<file path="src/rtl/seq_pkg.sv">
// Purpose: Shared constants and state type for the dual-integrator sequencer
// Assumes: Core clock of 20 MHz; the sequence timing figures below are counted in core clock periods
// Notes:   Long counts are only defaults; the top module takes them as parameters
package seq_pkg;

	localparam int CORE_CLK_PERIOD_NS = 50;

	// Slow clock is the core clock divided by this ratio
	localparam int SLOW_DIV_RATIO = 6;
	localparam int SLOW_DIV_W     = 3;

	// Sequence timing in core clock periods
	localparam int MRAZ_CONT_CLKS   = 4794;
	localparam int RESULT1_CLKS     = 4212;
	localparam int MRAZ_GAP_CLKS    = 9108;
	localparam int RESULT2_GAP_CLKS = 4548;
	localparam int PREP_MIN_CLKS    = 240;

	// Eight sequencer states, one-hot
	typedef enum logic [7:0] {
		ST_MRAZ_A_FIRST = 8'h01,
		ST_PREP_A       = 8'h02,
		ST_INT_A        = 8'h04,
		ST_INT_B_MRAZ_A = 8'h08,
		ST_INT_A_MRAZ_B = 8'h10,
		ST_INT_B        = 8'h20,
		ST_PREP_B       = 8'h40,
		ST_MRAZ_B_FIRST = 8'h80
	} seq_state_e;

endpackage

</file>
<file path="src/rtl/slow_clock_divider.sv">
// Purpose: Divide the core clock into the slow clock that paces measurement
// Assumes: run is a registered level from the sequencer
// Notes:   Held in phase zero while run is low, so each restart is aligned to run
`timescale 1ns/1ps
module slow_clock_divider #(
	parameter int DIV = seq_pkg::SLOW_DIV_RATIO
) (
	input  wire logic core_clk,
	input  wire logic resetn,
	input  wire logic ce,
	input  wire logic run,
	output logic      slow_tick,
	output logic      slow_clk
);

	logic [seq_pkg::SLOW_DIV_W-1:0] cnt_ff;
	logic [seq_pkg::SLOW_DIV_W-1:0] nxt_cnt;
	logic                           slow_clk_ff;

	generate
		if (DIV < 2 || DIV > (1 << seq_pkg::SLOW_DIV_W)) begin : bad_div
			$error("slow_clock_divider: DIV out of range");
		end
	endgenerate

	always_comb begin
		if (!run) begin
			nxt_cnt = '0;
		end else if (cnt_ff == seq_pkg::SLOW_DIV_W'(DIV - 1)) begin
			nxt_cnt = '0;
		end else begin
			nxt_cnt = cnt_ff + seq_pkg::SLOW_DIV_W'(1);
		end
	end

	always_ff @(posedge core_clk or negedge resetn) begin
		if (!resetn) begin
			cnt_ff <= '0;
		end else if (ce) begin
			cnt_ff <= nxt_cnt;
		end
	end

	// Stopping resets the phase; this is what re-aligns the slow clock to the select input
	always_ff @(posedge core_clk or negedge resetn) begin
		if (!resetn) begin
			slow_clk_ff <= 1'b0;
		end else if (ce) begin
			slow_clk_ff <= run && (nxt_cnt >= seq_pkg::SLOW_DIV_W'(DIV / 2));
		end
	end

	assign slow_tick = run && (cnt_ff == seq_pkg::SLOW_DIV_W'(DIV - 1));
	assign slow_clk  = slow_clk_ff;

endmodule // slow_clock_divider

</file>
<file path="src/rtl/dual_integrator_sequencer.sv">
// Purpose: Sequencer choosing which integrator side integrates and which is measured
// Assumes: integration_select and transmit_request_n are synchronous to core_clk
// Notes:   Measurement timing runs on slow clock ticks; long counts are parameters
//
// Functional notes
// - Power-up into state 1 or 8 by select
// - Gapless operation alternates states 4 and 5
// - Ready low until transmit request goes low
// - Gapped pairs; no state 3/6 while busy
// - States 1 and 8 wait out busy only
// - State 2 to 3 once select high
// - Gapped first ready as gapless; second fixed
// - Early end measures A then B from 4, B then A from 5; integration resumes
// - First gapless integration may be short
// - Slow clock is core clock divided by six
// - Gapless: slow clock stops after measurement
// - Gapped: slow clock runs without gating
// - Slow clock restart re-aligns to select toggle
// - Second gapped ready timed from first, no jitter
// - Side A integrates on high, B on low
// - Gapless measure 4794, ready after 4212
// - Gapped measure 9108, preparation 240 minimum; not enforced here, the host times it
// - Second gapped ready 4548 after first
`timescale 1ns/1ps
module dual_integrator_sequencer #(
	parameter int MRAZ_CONT_CLKS   = seq_pkg::MRAZ_CONT_CLKS,
	parameter int RESULT1_CLKS     = seq_pkg::RESULT1_CLKS,
	parameter int MRAZ_GAP_CLKS    = seq_pkg::MRAZ_GAP_CLKS,
	parameter int RESULT2_GAP_CLKS = seq_pkg::RESULT2_GAP_CLKS
) (
	input  wire logic         core_clk,
	input  wire logic         resetn,
	input  wire logic         ce,
	input  wire logic         integration_select,
	input  wire logic         transmit_request_n,
	output logic              result_ready_n,
	output seq_pkg::seq_state_e state,
	output logic              side_a_integrating,
	output logic              side_b_integrating,
	output logic              input_grounded,
	output logic              measure_busy,
	output logic              gapped_mode,
	output logic              slow_clk
);

	localparam int DIV       = seq_pkg::SLOW_DIV_RATIO;
	localparam int CONT_TK   = MRAZ_CONT_CLKS / DIV;
	localparam int GAP_TK    = MRAZ_GAP_CLKS / DIV;
	localparam int RES1_TK   = RESULT1_CLKS / DIV;
	localparam int RES2_TK   = RES1_TK + RESULT2_GAP_CLKS / DIV;
	localparam int TK_W      = $clog2(GAP_TK + 1);

	generate
		if ((MRAZ_CONT_CLKS % DIV) != 0 || (MRAZ_GAP_CLKS % DIV) != 0 ||
			(RESULT1_CLKS % DIV) != 0 || (RESULT2_GAP_CLKS % DIV) != 0) begin : bad_multiple
			$error("dual_integrator_sequencer: counts must be multiples of the divide ratio");
		end
		if (RES1_TK < 1 || RES1_TK >= CONT_TK || RES2_TK >= GAP_TK ||
			CONT_TK >= GAP_TK) begin : bad_order
			$error("dual_integrator_sequencer: timing counts out of order");
		end
	endgenerate

	seq_pkg::seq_state_e state_ff;
	seq_pkg::seq_state_e nxt_state;
	logic                started_ff;
	logic                busy_ff;
	logic                pair_ff;
	logic [TK_W-1:0]     elapsed_ff;
	logic [TK_W-1:0]     elapsed_inc;
	logic                gapped_ff;
	logic                ready_n_ff;
	logic                slow_tick;
	logic                start_mraz;
	logic                extend_pair;
	logic                enter_gapless;
	logic                ready_event;
	logic                mraz_done;

	// Next state follows select level and busy, never select edges
	always_comb begin
		nxt_state = state_ff;
		unique case (state_ff)
			seq_pkg::ST_MRAZ_A_FIRST: begin
				if (!busy_ff) nxt_state = seq_pkg::ST_PREP_A;
			end
			seq_pkg::ST_PREP_A: begin
				// No minimum stay: the host owns the preparation time
				if (integration_select) nxt_state = seq_pkg::ST_INT_A;
			end
			seq_pkg::ST_INT_A: begin
				if (!integration_select) nxt_state = seq_pkg::ST_INT_B_MRAZ_A;
			end
			seq_pkg::ST_INT_B_MRAZ_A: begin
				if (integration_select) begin
					nxt_state = busy_ff ? seq_pkg::ST_MRAZ_A_FIRST
					                    : seq_pkg::ST_INT_A_MRAZ_B;
				end
			end
			seq_pkg::ST_INT_A_MRAZ_B: begin
				if (!integration_select) begin
					nxt_state = busy_ff ? seq_pkg::ST_MRAZ_B_FIRST
					                    : seq_pkg::ST_INT_B_MRAZ_A;
				end
			end
			seq_pkg::ST_INT_B: begin
				if (integration_select) nxt_state = seq_pkg::ST_INT_A_MRAZ_B;
			end
			seq_pkg::ST_PREP_B: begin
				if (!integration_select) nxt_state = seq_pkg::ST_INT_B;
			end
			seq_pkg::ST_MRAZ_B_FIRST: begin
				if (!busy_ff) nxt_state = seq_pkg::ST_PREP_B;
			end
			default: nxt_state = seq_pkg::ST_MRAZ_A_FIRST;
		endcase
	end

	// An integration ending with the other side idle starts a measurement
	assign start_mraz = (state_ff != nxt_state) &&
		(state_ff == seq_pkg::ST_INT_A || state_ff == seq_pkg::ST_INT_B ||
		 nxt_state == seq_pkg::ST_INT_A_MRAZ_B || nxt_state == seq_pkg::ST_INT_B_MRAZ_A);
	// Ending an integration while busy folds both sides into one long measurement
	assign extend_pair = (state_ff != nxt_state) &&
		(nxt_state == seq_pkg::ST_MRAZ_A_FIRST || nxt_state == seq_pkg::ST_MRAZ_B_FIRST);
	assign enter_gapless = (state_ff != nxt_state) &&
		(state_ff == seq_pkg::ST_INT_A_MRAZ_B || state_ff == seq_pkg::ST_INT_B_MRAZ_A) &&
		!busy_ff;

	always_ff @(posedge core_clk or negedge resetn) begin
		if (!resetn) begin
			started_ff <= 1'b0;
			state_ff   <= seq_pkg::ST_MRAZ_A_FIRST;
		end else if (ce) begin
			started_ff <= 1'b1;
			if (!started_ff) begin
				state_ff <= integration_select ? seq_pkg::ST_MRAZ_A_FIRST
				                               : seq_pkg::ST_MRAZ_B_FIRST;
			end else begin
				state_ff <= nxt_state;
			end
		end
	end

	assign elapsed_inc = elapsed_ff + TK_W'(1);
	assign mraz_done   = slow_tick && busy_ff &&
		(elapsed_inc == (pair_ff ? TK_W'(GAP_TK) : TK_W'(CONT_TK)));

	// Measurement engine paced by slow ticks
	always_ff @(posedge core_clk or negedge resetn) begin
		if (!resetn) begin
			busy_ff    <= 1'b0;
			pair_ff    <= 1'b0;
			elapsed_ff <= '0;
		end else if (ce && started_ff) begin
			if (start_mraz) begin
				busy_ff    <= 1'b1;
				pair_ff    <= 1'b0;
				elapsed_ff <= '0;
			end else begin
				if (extend_pair) pair_ff <= 1'b1;
				if (slow_tick && busy_ff) elapsed_ff <= elapsed_inc;
				if (mraz_done) busy_ff <= 1'b0;
			end
		end
	end

	// Second result counts from the first on the same slow clock, so it carries no jitter
	assign ready_event = slow_tick && busy_ff &&
		(elapsed_inc == TK_W'(RES1_TK) ||
		 (pair_ff && elapsed_inc == TK_W'(RES2_TK)));

	// Set wins over the host's request so a result is never lost
	always_ff @(posedge core_clk or negedge resetn) begin
		if (!resetn) begin
			ready_n_ff <= 1'b1;
		end else if (ce) begin
			if (ready_event) begin
				ready_n_ff <= 1'b0;
			end else if (!transmit_request_n) begin
				ready_n_ff <= 1'b1;
			end
		end
	end

	// Gapped from power-up or any folded pair until a clean 4/5 swap
	always_ff @(posedge core_clk or negedge resetn) begin
		if (!resetn) begin
			gapped_ff <= 1'b1;
		end else if (ce && started_ff) begin
			if (extend_pair) begin
				gapped_ff <= 1'b1;
			end else if (enter_gapless) begin
				gapped_ff <= 1'b0;
			end
		end
	end

	// Gating trades continuous pacing for a fixed edge count per integration
	slow_clock_divider #(
		.DIV (DIV)
	) u_slow_clock_divider (
		.core_clk  (core_clk),
		.resetn    (resetn),
		.ce        (ce),
		.run       (busy_ff || gapped_ff),
		.slow_tick (slow_tick),
		.slow_clk  (slow_clk)
	);

	assign side_a_integrating = (state_ff == seq_pkg::ST_INT_A) ||
	                            (state_ff == seq_pkg::ST_INT_A_MRAZ_B);
	assign side_b_integrating = (state_ff == seq_pkg::ST_INT_B) ||
	                            (state_ff == seq_pkg::ST_INT_B_MRAZ_A);
	assign input_grounded     = !(side_a_integrating || side_b_integrating);
	assign result_ready_n     = ready_n_ff;
	assign state              = state_ff;
	assign measure_busy       = busy_ff;
	assign gapped_mode        = gapped_ff;

endmodule // dual_integrator_sequencer

</file>
<file path="config.mk">
export PLATFORM = sky130hd
export DESIGN_NAME = dual_integrator_sequencer
export DESIGN_NICKNAME = d
export VERILOG_FILES = /design/src/rtl/seq_pkg.sv /design/src/rtl/slow_clock_divider.sv /design/src/rtl/dual_integrator_sequencer.sv
export SDC_FILE = /design/constraint.sdc
export NUM_CORES = 1
export LEC_CHECK = 0
export BUFFER_PORTS_ARGS = -buffer_cell sky130_fd_sc_hd__buf_2
export CAP_MARGIN = 20
export CORE_ASPECT_RATIO = 1.2
export CORE_MARGIN = 5
export CORE_UTILIZATION = 59
export DETAILED_ROUTE_END_ITERATION = 10
export PLACE_DENSITY = 0.8
export REMOVE_ABC_BUFFERS = 1
export SYNTH_ARGS = -nofsm -noshare
export SYNTH_HDL_FRONTEND = slang
export SYNTH_SLANG_ARGS = --single-unit
</file>
<file path="constraint.sdc">
create_clock -name core_clk -period 2.8 [get_ports core_clk]
set_clock_uncertainty 0.15 [all_clocks]
set_input_delay 0.14 -clock core_clk [delete_from_list [all_inputs] [get_ports core_clk]]
set_output_delay 0.14 -clock core_clk [all_outputs]
set_load 0.02 [all_outputs]
</file>
==> flow_metrics.env, run 1 <==
export IMPL_regArea_sq_um=704.4
export IMPL_syn_avg_cell_area_sq_um=8.130
export IMPL_clkSinkCount=28
export IMPL_synth_top_family_by_area="simple AND/OR/NAND/NOR gates"
export IMPL_ys_seq_elements=28
export IMPL_multi_input_area_sq_um=1230
export IMPL_p_leak_nw=0.9989
export IMPL_rsz0062_at_grt="no"
export IMPL_fillers=292
export IMPL_worstMarginPinSlew_ns=0.6251
export IMPL_die_x_um=64.12
export IMPL_power_density_nw_per_um2=680.5
export IMPL_synth_simple_area_share=0.2999
export IMPL_critical_path_class="register to register"
export IMPL_synthToLayoutAreaGrowth_pct=9.958
export IMPL_syn_inst=255
export IMPL_synth_top_area_cell="dfrtp_1"
export IMPL_status="finished clean"
export IMPL_cts_tree="built"
export IMPL_worstReg2RegStart="state[3]$_DFFE_PN0P_"
export IMPL_nets=280
export IMPL_stdcell_area_sq_um=2280
export IMPL_setup_viol=0
export IMPL_start_util=0.6158
export IMPL_pin_count=20
export IMPL_synth_area_top_cells="dfrtp_1, nor2_1, xor2_1, o21ai_0, nand2_1"
export IMPL_crit_path_end="elapsed_ff[8]$_DFFE_PN0P_"
export IMPL_clk_insertion_delay_late_ns=0.28
export IMPL_setup_tns_final_ns=0
export IMPL_cts_path_max_buffers=2
export IMPL_maxCapViolations=0
export IMPL_cp_required_ns=2.82
export IMPL_numCtsBuffers=3
export IMPL_startpoint="state[3]$_DFFE_PN0P_"
export IMPL_grt_max_degree=29
export IMPL_synth_compound_area_frac=0.1865
export IMPL_synthArstFlopShare=1.000
export IMPL_synth_edff_count=0
export IMPL_post_route_min_period_ns=2.564
export IMPL_drv_slew=0
export IMPL_top_layer="met4"
export IMPL_vias=1909
export IMPL_synth_mux_area_frac=0.02052
export IMPL_hold_path_class="input port to register"
export IMPL_syn_area_sq_um=2073
export IMPL_wl_met3_um=208
export IMPL_rows=23
export IMPL_antenna_found_initial=0
export IMPL_dr_pass1_iters=4
export IMPL_grt_pass1_wl_mm=8.625
export IMPL_rr_worst_depth=7
export IMPL_synth_top_cell_area_share=0.3018
export IMPL_clkTransAtPathRegs_ns=0.09
export IMPL_layout_drive_gt1_share=0.1808
export IMPL_dpl_cell_area_sq_um=2187
export IMPL_critical_path_max_fanout=9
export IMPL_fin_crit_sh=0.9157
export IMPL_grt_pass1_vias=1886
export IMPL_drc=0
export IMPL_place_gp_congestion=0.9948
export IMPL_grtUsageTotal=0.2253
export IMPL_routed_via_density=6.198
export IMPL_wl_met2_mm=2.496
export IMPL_ys_warnings_count=0
export IMPL_routedWlPerCell_um=16.27
export IMPL_fmax_mhz=390.0
export IMPL_drt_wl_total_mm=5.010
export IMPL_ant_nets=0
export IMPL_coreArea_sq_um=3367
export IMPL_port_buffers=19
export IMPL_ys_types=56
export IMPL_htreeDepth=1
export IMPL_drt_met1_wl_mm=2.153
export IMPL_layout_common_cells="nor2_1, dfrtp_1, nand2_1"
export IMPL_relSlewSlack=0.5833
export IMPL_ir_worst_vdd_v=0.0005330
export IMPL_synth_xor_area_frac=0.06759
export IMPL_die_h_um=74.94
export IMPL_synth_ff_type="dfrtp_1"
export IMPL_start_kind="register"
export IMPL_n_antenna_cell=0
export IMPL_end_kind="register"
export IMPL_hold_viol_final=0
export IMPL_grt_overflow=0
export IMPL_cts_root_buf="clkbuf_8"
export IMPL_reg2reg_setup_slack_ns=0.24
export IMPL_place_hpwl_mm=3.739
export IMPL_yosys_area_share_adder=0.01811
export IMPL_cp_arrival_ns=2.59
export IMPL_yosysSeqAreaShare=0.3398
export IMPL_dieArea_sq_um=4804
export IMPL_final_common_cell="nor2_1"
export IMPL_r2r_end="elapsed_ff[8]$_DFFE_PN0P_"
export IMPL_drtIter0Drc=153
==> area by class of cell <==
class / count / share of cell area
multi-input cells: 197 / 0.5395
flip-flops and latches: 28 / 0.3090
repair buffers: 30 / 0.08013
well taps: 37 / 0.02031
inverters: 12 / 0.01976
clock buffers: 3 / 0.01811
clock inverters: 1 / 0.01317
==> cells in the mapped netlist (5+ instances only) <==
cell type,count
a21oi_1,8
clkbuf_1,11
dfrtp_1,25
inv_1,12
nand2_1,24
nand2b_1,6
nand3_1,13
nand4_1,7
nor2_1,31
nor3_1,5
o21ai_0,18
o22ai_1,5
xnor2_1,5
xor2_1,11
==> repair_timing <==
| item | 4_1_cts | 5_1_grt |
|---|---|---|
| buffers inserted | 0 | 0 |
| setup endpoints to repair | 0 | 9 |
| hold buffers | 2 | 0 |
| endpoints found under the hold margin | 26 | 0 |
| gates resized for setup | 0 | 1 |
==> kinds of logic after synthesis <==
family / count (synthesis)
xor+xnor: 16
fa+ha+maj: 3
flops: 28
mux: 4
compound gates: 57
simple gates: 117
buf+inv: 30
==> worst min-delay path by stage <==
| stage | slack [ns] | from | endpoint | cells past startpoint |
|---|---|---|---|---|
| 6_report | 0.02 | ce | u_slow_clock_divider.slow_clk$_DFFE_PN0P_ | 2 |
| 4_1_cts | 0.01 | ce | u_slow_clock_divider.slow_clk$_DFFE_PN0P_ | 2 |
| 2_1_floorplan | -0.31 | resetn | elapsed_ff[0]$_DFFE_PN0P_ | 0 |
| 3_5_place_dp | 0.05 | resetn | elapsed_ff[1]$_DFFE_PN0P_ | 1 |
| 5_1_grt | 0.02 | ce | u_slow_clock_divider.slow_clk$_DFFE_PN0P_ | 2 |
| 3_3_place_gp | 0.04 | resetn | elapsed_ff[0]$_DFFE_PN0P_ | 1 |
==> worst max-delay path, stage by stage, from the launching register on <==
cell      delay (ns)
dfrtp_1         0.46
or4_4           0.59
or4_1           0.52
a22oi_1         0.16
nor3_1          0.08
nand3_2         0.10
o2111a_2        0.31
nor2_1          0.08
==> power by group <==
group / internal (mW) / leakage, nW / total [mW] / switching, mW
clock network: 0.192 / 0.0357 / 0.321 / 0.130
logic: 0.286 / 0.604 / 0.670 / 0.384
registers: 0.473 / 0.359 / 0.560 / 0.0870
total: 0.950 / 0.999 / 1.55 / 0.601
==> state kept, by name, summed over array words and instances, names as in the netlist <==
signal,cells
pair_ff,1
result_ready_n,1
state,8
started_ff,1
measure_busy,1
u_slow_clock_divider.slow_clk,1
u_slow_clock_divider.cnt_ff,3
gapped_mode,1
elapsed_ff,11
==> per-layer routing <==
layer / GRT usage / vias up
li1: - / 939
met1: 0.2725 / 889
met2: 0.3989 / 64
met3: 0.02836 / 17
met4: 0.1086 / 0
met5: 0 / -
==> through the flow <==
step | util | total power, mW | cells | hold slack, ns | worst slack [ns]
4_1_cts | 0.6767 | 1.556 | 308 | 0.01328 | 0.1565
5_1_grt | 0.6771 | 1.657 | 308 | 0.02177 | 0.01040
2_1_floorplan | - | 1.025 | 237 | -0.3056 | 0.1986
3_5_place_dp | 0.6496 | 1.227 | 302 | 0.04562 | 0.1710
6_report | 0.6771 | 1.551 | 308 | 0.01670 | 0.2360
3_3_place_gp | 0.6496 | 1.211 | 302 | 0.04095 | 0.2269
Power figures use the tool's default switching activity.
==> inputs of run 2 (changes only) <==
ABC_AREA = 1   (was not set)
PLACE_DENSITY = 0.79   (was 0.8)
==> run 2 against run 1 <==
Net effect:
- worst hold slack improved by 0.079 ns
- area after synthesis rose by 3.8%
- critical endpoint is now elapsed_ff[5]$_DFFE_PN0P_
- largest cell class unchanged
- clock power fell by 1%
- flip-flop and latch count did not move
- combinational power rose by 3%
==> flow_metrics.env, run 2 <==
export IMPL_start_kind="register"
export IMPL_synth_top_area_cell="dfrtp_1"
export IMPL_nets=328
export IMPL_dp_slack_ns=0.5613
export IMPL_p_total_mw=1.587
export IMPL_p_comb_frac=0.435
export IMPL_relSlewSlack=0.5823
export IMPL_critical_path_class="register to register"
export IMPL_regArea_sq_um=704.4
export IMPL_met2_usage=0.3900
export IMPL_cp_required_ns=2.87
export IMPL_syn_avg_cell_area_sq_um=7.174
export IMPL_routedWlPerCell_um=13.76
export IMPL_cts_path_max_buffers=2
export IMPL_top_usage_layer="met2"
export IMPL_top_register="elapsed_ff"
export IMPL_post_route_util=0.6530
export IMPL_maxCapViolations=0
export IMPL_synthArstFlopShare=1.000
export IMPL_dpl_cell_area_sq_um=2242
export IMPL_fillers=333
export IMPL_synth_most_common_cell="nand2_1"
export IMPL_antenna_found_initial=0
export IMPL_p_sw_mw=0.6836
export IMPL_post_route_min_period_ns=2.314
export IMPL_place_gp_congestion=0.9610
export IMPL_ctsHoldBuffers=2
export IMPL_grtUsageTotal=0.2168
export IMPL_place_inst=352
export IMPL_drt_wl_total_mm=4.925
export IMPL_setup_tns_final_ns=0
export IMPL_rows=24
export IMPL_hold_viol_final=0
export IMPL_htreeDepth=1
export IMPL_coreArea_sq_um=3573
export IMPL_p_int_mw=0.9034
export IMPL_numCtsBuffers=3
export IMPL_dieArea_sq_um=4960
export IMPL_pwr_share_clk=0.200
export IMPL_power_density_nw_per_um2=680.1
export IMPL_drv_slew=0
export IMPL_synthTopCellsByCount="nand2_1, nor2_1, nand3_1, inv_1, dfrtp_1"
export IMPL_fmax_mhz=432.1
export IMPL_synth_top_cell_area_share=0.2907
export IMPL_ys_seq_elements=28
export IMPL_global_route_usage_met3=0.02802
export IMPL_setup_viol=0
export IMPL_seqPwrFrac=0.366
export IMPL_synth_area_top_cells="dfrtp_1, nand2_1, nand3_1, nor2_1, o21ai_0"
export IMPL_setup_ws_ns=0.4858
export IMPL_clkTransAtPathRegs_ns=0.10
export IMPL_synth_edff_count=0
export IMPL_rr_worst_depth=11
export IMPL_grt_max_degree=29
export IMPL_ys_warnings_count=0
export IMPL_cts_resized=0
export IMPL_p_leak_nw=1.177
export IMPL_ant_nets=0
export IMPL_syn_inst=300
export IMPL_p_sw_frac=0.4307
export IMPL_pin_count=20
export IMPL_min_path_cells=2
export IMPL_dr_pass1_iters=4
export IMPL_largest_reg_flops=11
export IMPL_post_cts_setup_buffers=0
export IMPL_cts_root_buf="clkbuf_8"
export IMPL_synth_ff_type="dfrtp_1"
export IMPL_stdcell_count=358
export IMPL_grt_pass1_wl_mm=8.742
export IMPL_rsz0062_at_grt="no"
export IMPL_port_buffers=19
export IMPL_layout_drive_gt1_share=0.2163
export IMPL_critical_path_max_fanout=11
export IMPL_place_hpwl_mm=3.794
export IMPL_clk_insertion_delay_late_ns=0.28
export IMPL_end_kind="register"
export IMPL_drc=0
export IMPL_cp_arrival_ns=2.38
export IMPL_cts_tree="built"
export IMPL_vias=2039
export IMPL_n_antenna_cell=0
export IMPL_multi_input_area_sq_um=1259
export IMPL_die_h_um=76.16
export IMPL_grt_overflow=0
export IMPL_clkSinkCount=28
export IMPL_synthToLayoutAreaGrowth_pct=8.430
export IMPL_grt_pass1_vias=1955
export IMPL_fin_crit_sh=0.8265
export IMPL_yosysSeqAreaShare=0.3273
export IMPL_layout_common_cells="nand2_1, nor2_1, nand3_1"
export IMPL_ir_worst_vdd_v=0.0004311
export IMPL_fin_hold_ws_ns=0.09594
export IMPL_routed_via_density=5.696
export IMPL_start_util=0.6022
export IMPL_status="finished clean"
export IMPL_hold_path_class="input port to register"
export IMPL_worstMarginPinSlew_ns=0.6266
export IMPL_ys_types=36
export IMPL_drtIter0Drc=163
export IMPL_syn_area_sq_um=2152
export IMPL_stdcell_area_sq_um=2333
export IMPL_die_x_um=65.13
export IMPL_final_common_cell="nand2_1"
export IMPL_grtUsageMet1=0.2631
==> run 2: changes by cell type in the layout (fill, tap and decap cells not counted), sizes merged, moves of 5 or more <==
cell,delta
buf,-8
inv,+22
nand2,+61
nand2b,-6
nand3,+26
nor2,+8
xor2,-5
==> run 2: area by class of cell <==
| cell class | instances | area share |
|---|---|---|
| Multi-Input combinational cell | 231 | 0.5394 |
| Clock buffer | 3 | 0.01769 |
| Inverter | 34 | 0.05469 |
| Tap cell | 39 | 0.02091 |
| Timing Repair Buffer | 22 | 0.05255 |
| Clock inverter | 1 | 0.01287 |
| Sequential cell | 28 | 0.3019 |
==> run 2: worst paths after layout <==
path | startpoint | end | slack (ns)
max | state[6]$_DFFE_PN0P_ | elapsed_ff[5]$_DFFE_PN0P_ | 0.49
min | ce | state[5]$_DFFE_PN0P_ | 0.1
max reg2reg | state[6]$_DFFE_PN0P_ | elapsed_ff[5]$_DFFE_PN0P_ | 0.49
min reg2reg | u_slow_clock_divider.slow_clk$_DFFE_PN0P_ | u_slow_clock_divider.slow_clk$_DFFE_PN0P_ | 0.34
max in group asynchronous | resetn | state[3]$_DFFE_PN0P_ | 1.83
min in group asynchronous | resetn | u_slow_clock_divider.cnt_ff[0]$_DFFE_PN0P_ | 0.25
==> run 2: cell families after synthesis <==
family	after synthesis	synth area share
flops	28	0.3273
fa+ha+maj	3	0.01744
xor+xnor	7	0.02849
simple gates	182	0.4395
buf+inv	41	0.08779
compound gates	39	0.09942
==> run 2: per-layer routing <==
metal	share of wire	up-vias
met5	0	-
met4	0.018	0
met3	0.049	8
met2	0.51	57
met1	0.42	955
li1	-	1019
==> run 2: power by group through the flow <==
| stage | clock network, mW | logic, mW | registers, mW |
|---|---|---|---|
| 2_1_floorplan | 0 | 0.487 | 0.602 |
| 3_3_place_gp | 0 | 0.673 | 0.583 |
| 6_report | 0.317 | 0.690 | 0.580 |
| 4_1_cts | 0.322 | 0.691 | 0.579 |
| 3_5_place_dp | 0 | 0.684 | 0.587 |
| 5_1_grt | 0.342 | 0.775 | 0.597 |
==> run 2: worst max-delay path, stage by stage, from the launching register on <==
cell and delay, ns:
dfrtp_1 0.46, inv_2 0.11, nand2_4 0.06, nor2_4 0.29, nand3_1 0.14, a21oi_1 0.20, nand2_1 0.12, nor2_2 0.13
nand4_4 0.14, nand2_2 0.24, nand3_1 0.12, nand2_1 0.08
==> inputs of run 3 (changes only) <==
CORE_UTILIZATION = 54   (was 59)
PLACE_DENSITY = 0.76   (was 0.79)
clock period = 1.9 ns   (was 2.8 ns; I/O delays follow)
==> run 3 against run 2 <==
Net effect:
- flip-flop and latch count is the same
- wire length grew 35%
- first-iteration DRC count grew 34%
- worst hold slack lost 0.045 ns
- clock-buffer cell count is the same
- combinational power grew 140%
- critical path type unchanged
- global-route usage grew 5.4 points
- the flow now finishes with violations (negative setup slack)
- worst setup slack lost 0.77 ns
- core utilization grew 10 points
- fmax grew 6.2%
- design area grew 27%
- total power grew 87%
==> flow_metrics.env, run 3 (same netlist as run 2, synthesis figures left out) <==
export IMPL_slowest_delay_ns=0.58
export IMPL_critical_path_max_fanout=7
export IMPL_hold_path_class="input port to register"
export IMPL_start_util=0.5504
export IMPL_rows=25
export IMPL_vias=2386
export IMPL_ant_nets=0
export IMPL_dpl_cell_area_sq_um=2596
export IMPL_ir_worst_vdd_v=0.0006267
export IMPL_coreArea_sq_um=3910
export IMPL_numCtsBuffers=3
export IMPL_p_leak_nw=1.497
export IMPL_grt_overflow=0
export IMPL_fmax_mhz=458.8
export IMPL_clkSinkCount=28
export IMPL_setup_tns_final_ns=-3.765
export IMPL_dieArea_sq_um=5353
export IMPL_antenna_found_initial=0
export IMPL_place_hpwl_mm=4.288
export IMPL_post_route_util=0.7578
export IMPL_fin_hold_ws_ns=0.05059
export IMPL_crit_family="simple AND/OR/NAND/NOR gates"
export IMPL_htreeDepth=1
export IMPL_grt_pass1_wl_mm=11.09
export IMPL_drt_wl_total_mm=6.662
export IMPL_cts_path_max_buffers=2
export IMPL_setup_viol=14
export IMPL_pin_count=20
export IMPL_top_register="elapsed_ff"
export IMPL_stdcell_count=430
export IMPL_hold_viol_final=0
export IMPL_drtIter0Drc=219
export IMPL_cts_tree="built"
export IMPL_fin_crit_sh=1.147
export IMPL_layout_common_cells="nand2_1, buf_4, nand3_1"
export IMPL_place_inst=410
export IMPL_routed_via_density=5.549
export IMPL_stdcell_area_sq_um=2963
export IMPL_clkTransAtPathRegs_ns=0.10
export IMPL_grt_max_degree=29
export IMPL_slowest_stage="dfstp_2"
export IMPL_maxCapViolations=0
export IMPL_cts_root_buf="clkbuf_8"
export IMPL_place_gp_congestion=0.9790
export IMPL_grt_pass1_vias=2423
export IMPL_drc=0
export IMPL_layout_drive_gt1_share=0.4043
export IMPL_worstMarginPinSlew_ns=0.6649
export IMPL_grtUsageTotal=0.2707
export IMPL_p_total_mw=2.964
export IMPL_clk_insertion_delay_late_ns=0.28
export IMPL_dp_slack_ns=-0.2172
export IMPL_crit_top_cell="nand2_1"
export IMPL_violations="negative setup slack"
export IMPL_cp_required_ns=1.97
export IMPL_post_route_min_period_ns=2.180
export IMPL_die_h_um=79.16
export IMPL_nets=385
export IMPL_start_kind="register"
export IMPL_critPathBufInv=1
export IMPL_setup_ws_ns=-0.2796
export IMPL_port_buffers=19
export IMPL_largest_reg_flops=11
export IMPL_final_common_cell="nand2_1"
export IMPL_die_x_um=67.63
export IMPL_synthToLayoutAreaGrowth_pct=37.67
export IMPL_power_density_nw_per_um2=1000
export IMPL_status="finished with violations"
export IMPL_dr_pass1_iters=6
export IMPL_crit_chain="inv_4 -> nand2_1 -> nor2_2 -> nand2_2 -> a21oi_1 -> o21ai_0 -> nand4_4 -> nand3_4 -> nand3_2 -> nand2_1"
export IMPL_end_kind="register"
export IMPL_relSlewSlack=0.5567
export IMPL_routedWlPerCell_um=15.49
export IMPL_cp_arrival_ns=2.25
export IMPL_n_antenna_cell=0
export IMPL_rsz0062_at_grt="yes"
export IMPL_critical_path_class="register to register"
export IMPL_drv_slew=0
[run 3: changes by cell type in the layout (fill, tap and decap cells not counted), sizes merged]
cell and change:
nand3 +1, buf +54, nand2 +1, nor2 +1
[run 3: cell type report]
cell class                 instances  area, sq um
inverter                          34        132.6
fill                             281        947.2
multi-input combinational        234         1441
clock buffer                       3        41.29
timing repair buffer              76        544.3
tap                               54        67.56
clock inverter                     1        30.03
sequential                        28        705.7
[run 3: power by group]
| group | total, mW | internal, mW | switching, mW | leakage (nW) |
|---|---|---|---|---|
| clock network | 0.479 | 0.282 | 0.197 | 0.0357 |
| logic | 1.67 | 0.686 | 0.985 | 1.10 |
| registers | 0.813 | 0.707 | 0.106 | 0.356 |
| total | 2.96 | 1.68 | 1.29 | 1.50 |
[run 3: metal layers]
| metal | wire length (um) | global-route usage |
|---|---|---|
| met1 | 2479 | 0.2991 |
| met2 | 3566 | 0.4956 |
| met3 | 327 | 0.03112 |
| met4 | 288 | 0.1298 |
| met5 | 0 | 0 |
[run 3: timing repair]
action	CTS	global route
hold buffers	2	0
cloned	3	0
pin swaps	6	17
endpoints found under the hold margin	26	0
buffers inserted	8	3
setup endpoints to repair	14	16
resized for setup	22	25
[run 3: worst reg2reg max path, delay by kind of cell (launching register included)]
family                 cells  cell delay [ns]
AND/OR/NAND/NOR            7             0.91
flip-flops                 1             0.58
AO/OA/AOI/OAI              2             0.43
buffers and inverters      1             0.06
[run 3: final timing paths]
check | start | end | slack (ns) | cells past startpoint
hold reg to reg | u_slow_clock_divider.slow_clk$_DFFE_PN0P_ | u_slow_clock_divider.slow_clk$_DFFE_PN0P_ | 0.34 | 2
hold / removal | ce | state[2]$_DFFE_PN0P_ | 0.05 | 2
min in group asynchronous | resetn | state[6]$_DFFE_PN0P_ | 0.22 | 2
setup / recovery | state[0]$_DFFE_PN1P_ | elapsed_ff[1]$_DFFE_PN0P_ | -0.28 | 10
max in group asynchronous | resetn | elapsed_ff[0]$_DFFE_PN0P_ | 0.92 | 2
setup reg to reg | state[0]$_DFFE_PN1P_ | elapsed_ff[1]$_DFFE_PN0P_ | -0.28 | 10
